--- src/logic/smsp_map.vh ---
// Purpose: Constants for the message-stream SPI slave port.
// Assumes: Included once by the design files.
// Notes: Timing counts derive from times and the core clock rate.
`ifndef SMSP_MAP_VH
`define SMSP_MAP_VH
`define SMSP_FILLER 8'hff
`define SMSP_FILLER_RUN 6'd50
`define SMSP_CLK_HZ 50000000
`define SMSP_IDLE_MS 2000
`define SMSP_IDLE_CYC (`SMSP_CLK_HZ / 1000 * `SMSP_IDLE_MS)
`define SMSP_EXT_LIMIT 13'd4096
`define SMSP_SEL_SPI 1'b0
`define SMSP_BIT_MSB 3'd7
`define SMSP_BIT_LSB 3'd0
`endif

--- src/logic/smsp_sync.v ---
// Purpose: Three-stage synchroniser with agreement filter for one pin.
// Assumes: Input comes from outside the core clock domain.
// Notes: Output changes once stages two and three agree.
module smsp_sync #(
   parameter INIT = 1'b1
) (
   input wire clk,
   input wire rst,
   input wire ce,
   input wire din,
   output reg dout
);
   reg s1_reg; // First stage, read only by s2
   reg s2_reg; // Second stage
   reg s3_reg; // Third stage

   // Shift through three stages and update on agreement
   always @(posedge clk or posedge rst) begin
      if (rst) begin
         s1_reg <= INIT;
         s2_reg <= INIT;
         s3_reg <= INIT;
         dout <= INIT;
      end else if (ce) begin
         s1_reg <= din;
         s2_reg <= s1_reg;
         s3_reg <= s2_reg;
         if (s2_reg == s3_reg) begin
            dout <= s3_reg;
         end
      end
   end
endmodule

--- src/logic/smsp_port.v ---
// Purpose: Slave-only SPI message-stream port with pin-select, pending
//    indicator and host-inactivity idling.
// Assumes: SPI mode 0, host samples on rising link clock edge;
//    SPI clock sampled by CORE_CLK, much faster than the link.
// Notes:
`include "smsp_map.vh"
module smsp_port #(
   parameter IDLE_CYCLES = `SMSP_IDLE_CYC,
   parameter CNT_W = 13,
   parameter PIN_W = 5
) (
   input wire CORE_CLK,
   input wire RESET,
   input wire CE,
   input wire PIN_SELECT,
   input wire PIN_CS_N_SDA_IN,
   input wire PIN_CLK_SCL_IN,
   input wire PIN_MOSI_RXD_IN,
   output reg PIN_MISO_TXD_OUT,
   output reg PIN_MISO_TXD_OE,
   output wire SERIAL_TXD,
   output wire SERIAL_TXD_EN,
   input wire SERIAL_TX_REQ,
   output wire SERIAL_RXD,
   output wire I2C_SDA_IN,
   output wire I2C_SCL_IN,
   input wire I2C_XFER,
   input wire [7:0] TX_DATA,
   input wire TX_VALID,
   output wire TX_READY,
   input wire [CNT_W-1:0] TX_PENDING,
   output reg [7:0] RX_DATA,
   output reg RX_VALID,
   output reg PARSE_ACTIVE,
   input wire CFG_WR,
   input wire CFG_IND_EN,
   input wire CFG_IND_POL,
   input wire [PIN_W-1:0] CFG_IND_PIN,
   input wire [CNT_W-1:0] CFG_IND_THR,
   input wire CFG_EXT_TIMEOUT,
   input wire IND_PIN_VALID,
   output reg CFG_RB_EN,
   output reg CFG_RB_POL,
   output reg [PIN_W-1:0] CFG_RB_PIN,
   output reg [CNT_W-1:0] CFG_RB_THR,
   output reg IND_OUT,
   output reg PORT_IDLE
);
   wire cs_s; // Synchronised chip select
   wire sck_s; // Synchronised SPI clock
   wire mosi_s; // Synchronised data in
   reg sck_d_reg; // Previous clock level for edges
   reg cs_d_reg; // Previous select level
   reg [2:0] bit_reg; // Bit index within the byte
   reg [7:0] sh_in_reg; // Receive shift register
   reg [7:0] sh_out_reg; // Transmit shift register
   reg [5:0] ff_run_reg; // Consecutive filler count
   reg [31:0] idle_reg; // Inactivity counter
   wire spi_mode; // Pins act as SPI
   wire sel; // Chip select active
   wire rise; // SPI clock rising edge
   wire [7:0] rx_byte; // Completed received byte
   wire byte_done; // Last bit sampled
   wire activity; // SPI byte done or I2C transfer

   smsp_sync #(.INIT(1'b1)) u_cs (.clk(CORE_CLK), .rst(RESET), .ce(CE),
      .din(PIN_CS_N_SDA_IN), .dout(cs_s));
   smsp_sync #(.INIT(1'b1)) u_sck (.clk(CORE_CLK), .rst(RESET), .ce(CE),
      .din(PIN_CLK_SCL_IN), .dout(sck_s));
   smsp_sync #(.INIT(1'b1)) u_mosi (.clk(CORE_CLK), .rst(RESET), .ce(CE),
      .din(PIN_MOSI_RXD_IN), .dout(mosi_s));

   // Pin-select steers shared pins; slave-only port
   assign spi_mode = (PIN_SELECT == `SMSP_SEL_SPI);
   assign SERIAL_RXD = spi_mode ? 1'b1 : PIN_MOSI_RXD_IN;
   assign I2C_SDA_IN = spi_mode ? 1'b1 : PIN_CS_N_SDA_IN;
   assign I2C_SCL_IN = spi_mode ? 1'b1 : PIN_CLK_SCL_IN;
   assign SERIAL_TXD = PIN_MISO_TXD_OUT;
   assign SERIAL_TXD_EN = ~spi_mode;
   assign sel = spi_mode & ~cs_s;
   assign rise = sel & sck_s & ~sck_d_reg;
   assign rx_byte = {sh_in_reg[6:0], mosi_s};
   assign byte_done = rise && (bit_reg == `SMSP_BIT_LSB);
   // Next queued byte taken as a byte starts, like a current-address read
   assign TX_READY = sel & ~cs_d_reg | byte_done;
   assign activity = byte_done | I2C_XFER;

   // Edge tracking
   always @(posedge CORE_CLK or posedge RESET) begin
      if (RESET) begin
         sck_d_reg <= 1'b1;
         cs_d_reg <= 1'b0;
      end else if (CE) begin
         sck_d_reg <= sck_s;
         cs_d_reg <= sel;
      end
   end

   // Full-duplex shift engine, MSB first
   always @(posedge CORE_CLK or posedge RESET) begin
      if (RESET) begin
         bit_reg <= `SMSP_BIT_MSB;
         sh_in_reg <= 8'h00;
         sh_out_reg <= `SMSP_FILLER;
         RX_DATA <= 8'h00;
         RX_VALID <= 1'b0;
      end else if (CE) begin
         RX_VALID <= 1'b0;
         if (!sel) begin
            bit_reg <= `SMSP_BIT_MSB;
         end else begin
            if (TX_READY) begin
               // Queued data, else filler byte
               sh_out_reg <= TX_VALID ? TX_DATA : `SMSP_FILLER;
            end else if (rise) begin
               // Next bit right after the sampled edge: the synchroniser
               // delay would miss a half period of a fast link clock
               sh_out_reg <= {sh_out_reg[6:0], 1'b1};
            end
            if (rise) begin
               sh_in_reg <= rx_byte;
               bit_reg <= bit_reg - 3'd1;
               if (byte_done) begin
                  // Only message bytes leave; nothing is addressable
                  RX_DATA <= rx_byte;
                  RX_VALID <= PARSE_ACTIVE | (rx_byte != `SMSP_FILLER);
               end
            end
         end
      end
   end

   // Output pin: data in SPI, serial transmit otherwise, high idle
   always @* begin
      if (spi_mode) begin
         PIN_MISO_TXD_OUT = sel ? sh_out_reg[7] : 1'b1;
         PIN_MISO_TXD_OE = sel;
      end else begin
         PIN_MISO_TXD_OUT = SERIAL_TX_REQ;
         PIN_MISO_TXD_OE = 1'b1;
      end
   end

   // Filler run tracking suspends and resumes parsing
   always @(posedge CORE_CLK or posedge RESET) begin
      if (RESET) begin
         ff_run_reg <= 6'd0;
         PARSE_ACTIVE <= 1'b1;
      end else if (CE && byte_done) begin
         if (rx_byte != `SMSP_FILLER) begin
            ff_run_reg <= 6'd0;
            PARSE_ACTIVE <= 1'b1;
         end else if (ff_run_reg != `SMSP_FILLER_RUN) begin
            ff_run_reg <= ff_run_reg + 6'd1;
            if (ff_run_reg + 6'd1 == `SMSP_FILLER_RUN) begin
               PARSE_ACTIVE <= 1'b0;
            end
         end
      end
   end

   // Indicator configuration; bad pin rejects only indicator fields
   always @(posedge CORE_CLK or posedge RESET) begin
      if (RESET) begin
         CFG_RB_EN <= 1'b0;
         CFG_RB_POL <= 1'b0;
         CFG_RB_PIN <= {PIN_W{1'b0}};
         CFG_RB_THR <= {CNT_W{1'b0}};
      end else if (CE && CFG_WR) begin
         if (CFG_IND_EN && IND_PIN_VALID) begin
            CFG_RB_EN <= 1'b1;
            CFG_RB_POL <= CFG_IND_POL;
            CFG_RB_PIN <= CFG_IND_PIN;
            CFG_RB_THR <= CFG_IND_THR;
         end else begin
            CFG_RB_EN <= 1'b0;
            CFG_RB_POL <= 1'b0;
            CFG_RB_PIN <= {PIN_W{1'b0}};
            CFG_RB_THR <= {CNT_W{1'b0}};
         end
      end
   end

   // Pending indicator: set at threshold, held until queue empties
   reg ind_act_reg;
   always @(posedge CORE_CLK or posedge RESET) begin
      if (RESET) begin
         ind_act_reg <= 1'b0;
         IND_OUT <= 1'b0;
      end else if (CE) begin
         if (!CFG_RB_EN) begin
            ind_act_reg <= 1'b0;
         end else if (TX_PENDING >= CFG_RB_THR && TX_PENDING != 0) begin
            ind_act_reg <= 1'b1;
         end else if (TX_PENDING == {CNT_W{1'b0}}) begin
            ind_act_reg <= 1'b0;
         end
         IND_OUT <= CFG_RB_EN ? (ind_act_reg ^ ~CFG_RB_POL) : 1'b0;
      end
   end

   // Inactivity timeout, restarted by an SPI byte or an I2C transfer
   always @(posedge CORE_CLK or posedge RESET) begin
      if (RESET) begin
         idle_reg <= 32'd0;
         PORT_IDLE <= 1'b0;
      end else if (CE) begin
         if (activity) begin
            idle_reg <= 32'd0;
            PORT_IDLE <= 1'b0;
         end else if (idle_reg < IDLE_CYCLES) begin
            idle_reg <= idle_reg + 32'd1;
         end else if (!CFG_EXT_TIMEOUT ||
                      TX_PENDING >= `SMSP_EXT_LIMIT) begin
            PORT_IDLE <= 1'b1;
         end
      end
   end
endmodule

--- config.mk ---
export PLATFORM = sky130hd
export DESIGN_NAME = smsp_port
export DESIGN_NICKNAME = d
export VERILOG_FILES = /design/src/logic/smsp_sync.v /design/src/logic/smsp_port.v
export VERILOG_INCLUDE_DIRS = /design/src /design/src/logic
export SDC_FILE = /design/constraint.sdc
export NUM_CORES = 1
export LEC_CHECK = 0
export ABC_AREA = 1
export BUFFER_PORTS_ARGS = -buffer_cell sky130_fd_sc_hd__clkbuf_2
export CAP_MARGIN = 20
export CORE_UTILIZATION = 35
export DETAILED_ROUTE_END_ITERATION = 12
export SYNTH_ARGS = -nofsm -noshare
export SYNTH_HDL_FRONTEND = slang
export SYNTH_SLANG_ARGS = --single-unit
--- constraint.sdc ---
create_clock -name CORE_CLK -period 3.9 [get_ports CORE_CLK]
set_input_delay 0.78 -clock CORE_CLK [delete_from_list [all_inputs] [get_ports CORE_CLK]]
set_output_delay 0.78 -clock CORE_CLK [all_outputs]
set_load 0.02 [all_outputs]
==> impl_metrics.env, run 1 <==
export IMPL_gp_congestion=0.839
export IMPL_worst_slew_pin_slew_ns=0.898
export IMPL_place_ws_ns=1.09
export IMPL_post_cts_setup_buffers=0
export IMPL_p_switching_mw=0.734
export IMPL_holdCritPathClass="reg -> reg"
export IMPL_start_kind="input pin"
export IMPL_die_h_um=131
export IMPL_clk_latency_ns=0.35
export IMPL_clkPwrFrac_pct=35.7
export IMPL_detail_route_vias_per_cell=4.60
export IMPL_n_antenna_cell=0
export IMPL_slowest_delay_ns=0.30
export IMPL_multi_input_area_mm2=0.00271
export IMPL_cts_tree="done"
export IMPL_hold_slack_ns=0.470
export IMPL_boundaryPins=94
export IMPL_grt_ovfl_total=0
export IMPL_timing_rr_start="idle_reg[31]"
export IMPL_fin_util_pct=42.3
export IMPL_async_flop_share_pct=100
export IMPL_syn_instance_count=789
export IMPL_crit_start="PIN_SELECT"
export IMPL_ir_drop_mv=0.199
export IMPL_critical_path_depth=7
export IMPL_cp_required_ns=3.12
export IMPL_switching_share_pct=28.3
export IMPL_port_buffers=93
export IMPL_wl_per_cell_um=12.4
export IMPL_root_buffer="clkbuf_16"
export IMPL_reg2regPathDepth=9
export IMPL_netlist_top_cells_area="dfrtp_1 (33%), nand2_1 (15%), dfstp_2 (11%)"
export IMPL_crit_fanout=11
export IMPL_leakage_nw=3.37
export IMPL_synth_warnings=0
export IMPL_grt_pass1_vias=4772
export IMPL_power_frac_comb_pct=14.7
export IMPL_min_delay_start="u_sck.s2_reg"
export IMPL_grt_start_max_net_pins=68
export IMPL_rsz0062_at_grt="false"
export IMPL_seqPwrFrac_pct=49.7
export IMPL_ys_types=38
export IMPL_cts_resized=0
export IMPL_synth_seq_cells=103
export IMPL_critPathSlowestCell="nand2_1"
export IMPL_fin_ws_ns=1.12
export IMPL_start_util_pct=36.3
export IMPL_rrSetupSlack_ns=1.65
export IMPL_first_pass_iters=4
export IMPL_cts_hold_buf=0
export IMPL_outcome="completed"
export IMPL_placed_cells=1080
export IMPL_min_to="u_sck.s2_reg"
export IMPL_period_minus_slack_ns=2.78
export IMPL_path_clk_slew_ns=0.07
export IMPL_synthToLayoutAreaGrowth_pct=16.5
export IMPL_synth_commonest_cells="nand2_1 (228), nor2_1 (107), inv_1 (100), dfrtp_1 (78), nand3_1 (52)"
export IMPL_relSlewSlack_pct=40.1
export IMPL_fmax_mhz=360
export IMPL_syn_nets=862
export IMPL_clk_path_buf_depth=2
export IMPL_largest_register_ffs=32
export IMPL_final_cells=1096
export IMPL_fin_nets=948
export IMPL_dieWidth_um=131
export IMPL_dieArea_mm2=0.0172
export IMPL_setup_viol=0
export IMPL_fillers=1618
export IMPL_drtIter0Drc=366
export IMPL_avgSynthCellArea_um2=7.39
export IMPL_hpwl_um=9820
export IMPL_vias=5038
export IMPL_drv_slew=0
export IMPL_path_class="in -> out"
export IMPL_crit_family="simple AND/OR/NAND/NOR gates"
export IMPL_synth_area_mm2=0.00583
export IMPL_cts_htree_levels=3
export IMPL_crit_chain="clkbuf_2, nor2_1, inv_2, nor2_2, nand2_1, nand2_1, clkbuf_2"
export IMPL_skew_ns=0.0126
export IMPL_core_mm2=0.0161
export IMPL_power_internal_mw=1.86
export IMPL_place_area_mm2=0.00650
export IMPL_regArea_mm2=0.00261
export IMPL_worstHoldPathCells=2
export IMPL_p_per_area_mw_per_mm2=381
export IMPL_path_buf_inv=3
export IMPL_grt_first_pass_wirelength_um=23000
export IMPL_wirelength_um=13600
export IMPL_synth_most_common_cell="nand2_1"
export IMPL_numCtsBuffers=9
export IMPL_antenna_found_initial=1
export IMPL_drc=0
export IMPL_numClockSinks=103
export IMPL_netlist_area_leader_share_pct=33.5
export IMPL_cp_data_arrival_time_ns=2.00
export IMPL_rows=46
export IMPL_post_route_period_util_pct=71.3
export IMPL_synth_seq_area_share_pct=44.7
export IMPL_hold_viol_final=0
export IMPL_synth_top_area_cell="dfrtp_1"
export IMPL_final_area_mm2=0.00680
export IMPL_synth_edf_count=0
export IMPL_cp_end_kind="primary output"
export IMPL_power_mw=2.59
export IMPL_drive_gt1_share_pct=19.1
export IMPL_fin_setup_tns_ns=0
export IMPL_r2r_end="idle_reg[21]"
export IMPL_ys_flop_type="dfrtp_1"
export IMPL_ant_nets=0
export IMPL_drv_cap=0
export IMPL_grtUsageTotal_pct=16.4
-- metal layers --
layer	share of wire, %	wire length, µm	global-route usage [%]
met5	0	0	0
met2	44	5900	25.1
met3	4.7	639	3.05
met1	50	6790	23.1
met4	1.6	221	5.69
-- placed cells by master, fill, tap and decap left out, drive strengths merged --
master and count:
and2 1, bufinv 1, a21boi 1, a21oi 13, ha 19, dfstp 25, dfrtp 78, or2 2
nand3 53, a41oi 1, clkbuf 104, clkinv 2, clkinvlp 1, nor3b 6, xnor2 7, o21ai 55
buf 5, nor2 117, nor3 4, o21bai 1, nand4 9, a32o 1, xor2 9, o22ai 16
nand2 239, nand3b 2, o22a 1, inv 107
-- cell type report --
type                            count  share of cell area, %
Clock buffer                       11                   3.42
Clock inverter                      5                  0.939
Multi-Input combinational cell    557                   39.8
Inverter                          106                   5.89
Tap cell                          216                   3.98
Sequential cell                   103                   38.4
Timing Repair Buffer               98                   7.58
-- cell families after synthesis --
kind of cell | share of synthesized area, %
compound gates | 8.34
xor+xnor | 2.40
fa+ha+maj | 4.07
buf+inv | 8.90
flops | 44.7
simple gates | 31.6
-- how the worst max path moves through the flow --
| stage | endpoint | slack [ns] |
|---|---|---|
| 2_1_floorplan | CFG_RB_EN | 0.46 |
| 6_report | TX_READY | 1.12 |
| 3_3_place_gp | TX_READY | 1.10 |
| 5_1_grt | TX_READY | 0.95 |
| 3_5_place_dp | TX_READY | 1.09 |
| 4_1_cts | TX_READY | 1.08 |
-- worst min-delay path, delay by kind of cell, from the launching register on --
family,cells,cell delay [ns]
and+or+nand+nor,2,0.10
DFF,1,0.37
-- power by group through the flow --
stage	registers (mW)	logic, mW	clock network, mW
global route	1.30	0.441	0.985
detailed placement	1.30	0.388	0
finish	1.29	0.380	0.924
global placement	1.31	0.383	0
CTS	1.29	0.388	0.946
floorplan	1.31	0.255	0
Power figures use the tool's default switching activity.
==> run 2: changes to the inputs <==
--- a/config.mk
+++ b/config.mk
@@ -6,7 +6,7 @@
 export SDC_FILE = /design/constraint.sdc
 export NUM_CORES = 1
 export LEC_CHECK = 0
-export ABC_AREA = 1
+export ABC_AREA = 0
 export BUFFER_PORTS_ARGS = -buffer_cell sky130_fd_sc_hd__clkbuf_2
 export CAP_MARGIN = 20
 export CORE_UTILIZATION = 35
==> constraint.sdc (replaced) <==
create_clock -name CORE_CLK -period 2.5 [get_ports CORE_CLK]
set_input_delay 0.5 -clock CORE_CLK [delete_from_list [all_inputs] [get_ports CORE_CLK]]
set_output_delay 0.5 -clock CORE_CLK [all_outputs]
set_load 0.02 [all_outputs]
==> impl_metrics.env, run 2 <==
export IMPL_die_h_um=124
export IMPL_ys_flop_type="dfrtp_1"
export IMPL_synth_most_common_cell="dfrtp_1"
export IMPL_netlist_top_cells_area="dfrtp_1 (38%), dfstp_2 (13%), nand2_1 (4.7%)"
export IMPL_clk_latency_ns=0.35
export IMPL_final_area_mm2=0.00620
export IMPL_syn_nets=597
export IMPL_numCtsBuffers=9
export IMPL_vias=4146
export IMPL_ant_nets=0
export IMPL_grt_ovfl_total=0
export IMPL_start_kind="flip-flop"
export IMPL_fillers=1416
export IMPL_power_frac_comb_pct=15.0
export IMPL_rows=44
export IMPL_drtIter0Drc=190
export IMPL_clk_path_buf_depth=2
export IMPL_wl_per_cell_um=14.2
export IMPL_skew_ns=0.00812
export IMPL_start_util_pct=35.8
export IMPL_async_flop_share_pct=100
export IMPL_synth_seq_cells=103
export IMPL_detail_route_vias_per_cell=5.13
export IMPL_final_cells=808
export IMPL_hold_slack_ns=0.296
export IMPL_leakage_nw=2.96
export IMPL_netlist_area_leader_share_pct=37.6
export IMPL_grt_pass1_vias=4087
export IMPL_n_antenna_cell=0
export IMPL_root_buffer="clkbuf_16"
export IMPL_synth_warnings=0
export IMPL_ys_types=55
export IMPL_numClockSinks=103
export IMPL_final_cell_mix="clkbuf_2 (93), dfrtp_1 (78), nand2_1 (65)"
export IMPL_gp_congestion=0.811
export IMPL_largest_register_ffs=32
export IMPL_drv_slew=0
export IMPL_final_common_cell="clkbuf_2"
export IMPL_cts_htree_levels=3
export IMPL_hpwl_um=8270
export IMPL_multi_input_area_mm2=0.00239
export IMPL_place_ws_ns=0.218
export IMPL_cp_data_arrival_time_ns=1.80
export IMPL_fin_util_pct=42.7
export IMPL_fin_setup_tns_ns=0
export IMPL_ir_drop_mv=0.365
export IMPL_post_cts_setup_buffers=0
export IMPL_relSlewSlack_pct=58.9
export IMPL_period_minus_slack_ns=2.30
export IMPL_first_pass_iters=4
export IMPL_outcome="completed"
export IMPL_grt_start_max_net_pins=104
export IMPL_place_area_mm2=0.00590
export IMPL_drc=0
export IMPL_crit_family="simple AND/OR/NAND/NOR gates"
export IMPL_holdCritPathClass="in -> async"
export IMPL_placed_cells=791
export IMPL_power_internal_mw=2.91
export IMPL_path_class="reg -> out"
export IMPL_synth_commonest_cells="dfrtp_1 (78), nand2_1 (65), o21ai_0 (44), nor2_1 (34), inv_1 (29)"
export IMPL_grtUsageTotal_pct=16.3
export IMPL_core_mm2=0.0145
export IMPL_slowest_delay_ns=0.42
export IMPL_post_route_period_util_pct=91.8
export IMPL_synth_top_area_cell="dfrtp_1"
export IMPL_seqPwrFrac_pct=51.0
export IMPL_cp_end_kind="primary output"
export IMPL_hold_viol_final=0
export IMPL_dieWidth_um=124
export IMPL_p_per_area_mw_per_mm2=657
export IMPL_switching_share_pct=28.4
export IMPL_syn_instance_count=524
export IMPL_drive_gt1_share_pct=27.7
export IMPL_synth_edf_count=0
export IMPL_synth_seq_area_share_pct=50.2
export IMPL_critPathSlowestCell="nor4bb_2"
export IMPL_path_buf_inv=2
export IMPL_port_buffers=93
export IMPL_setup_viol=0
export IMPL_power_mw=4.07
export IMPL_drv_cap=0
export IMPL_rsz0062_at_grt="false"
export IMPL_fin_nets=692
export IMPL_wirelength_um=11500
export IMPL_fin_ws_ns=0.205
export IMPL_worst_slew_pin_slew_ns=0.612
export IMPL_synth_area_mm2=0.00520
export IMPL_synthToLayoutAreaGrowth_pct=19.3
export IMPL_p_switching_mw=1.16
export IMPL_dieArea_mm2=0.0153
export IMPL_crit_chain="inv_1, ha_1, nor4bb_2, o21a_1, clkbuf_2"
export IMPL_avgSynthCellArea_um2=9.92
export IMPL_cts_tree="done"
export IMPL_regArea_mm2=0.00261
export IMPL_path_clk_slew_ns=0.07
export IMPL_antenna_found_initial=0
export IMPL_fmax_mhz=436
export IMPL_grt_first_pass_wirelength_um=19500
export IMPL_clkPwrFrac_pct=34.0
export IMPL_crit_fanout=3
export IMPL_boundaryPins=94
export IMPL_cp_required_ns=2.00
-- run 2: cell count changes in the layout (fill, tap and decap cells not counted), moves of 9 or more --
cell      change
and2_1       +12
nand2b_1     +11
nor4_1        +9
nor2_1       -73
nor3_1       +12
o22ai_1      -15
nand2_1     -163
nand3_1      -41
a22o_1       +21
nand2_2      -10
mux2_2       +14
inv_1        -71
-- run 2: per-layer routing --
layer,routed length [µm],part of all wire [%],track usage (%),vias up
met4,112,0.98,5.50,0
met3,540,4.7,3.62,5
met1,5420,47,21.3,2011
met5,0,0,0,-
li1,-,-,-,2046
met2,5400,47,26.6,84
-- run 2: final timing paths --
path / startpoint / to / slack [ns] / depth (start not counted)
max: bit_reg[0] / TX_READY / 0.20 / 5
min: RESET / CFG_RB_THR[7] / 0.30 / 3
max reg2reg: bit_reg[0] / idle_reg[20] / 0.32 / 8
min reg2reg: sh_out_reg[0] / sh_out_reg[0] / 0.46 / 2
max in group asynchronous: RESET / PARSE_ACTIVE / 1.80 / 3
min in group CORE_CLK: CFG_IND_THR[4] / CFG_RB_THR[4] / 0.36 / 2
-- run 2: power groups by stage --
stage / Combinational [mW] / Clock [mW] / Sequential [mW]
after CTS: 0.618 / 1.43 / 2.08
after global placement: 0.595 / 0 / 2.10
final: 0.610 / 1.39 / 2.08
after global routing: 0.709 / 1.48 / 2.11
after floorplan: 0.397 / 0 / 2.09
after detailed placement: 0.617 / 0 / 2.11
-- run 2: cell type report --
| type | instances | share of cell area, % |
|---|---|---|
| tap | 184 | 3.71 |
| clock inverter | 5 | 0.626 |
| timing repair buffer | 105 | 9.16 |
| inverter | 29 | 1.82 |
| multi-input combinational | 371 | 38.5 |
| clock buffer | 11 | 4.08 |
| sequential | 103 | 42.1 |
-- run 2: worst register-to-register path, stage by stage (launching register included) --
cell	delay, ns
dfstp_2	0.54
inv_1	0.06
ha_1	0.21
nor4bb_2	0.19
a21oi_1	0.28
nor2_1	0.09
buf_4	0.18
or4_1	0.50
nand2_1	0.08
-- run 2: repair_timing --
action	in CTS	in global routing
hold buffers	0	0
gates resized for setup	0	1
endpoints found under the setup margin	0	1
-- run 2: kinds of logic after synthesis --
kind of cell               synth area share (%)
buffers and inverters                      3.95
DFF                                        50.2
muxes                                      3.42
AOI/OAI and AO/OA                          15.0
xor gates and xnor gates                   2.70
adders and majority gates                  4.57
and+or+nand+nor                            20.2
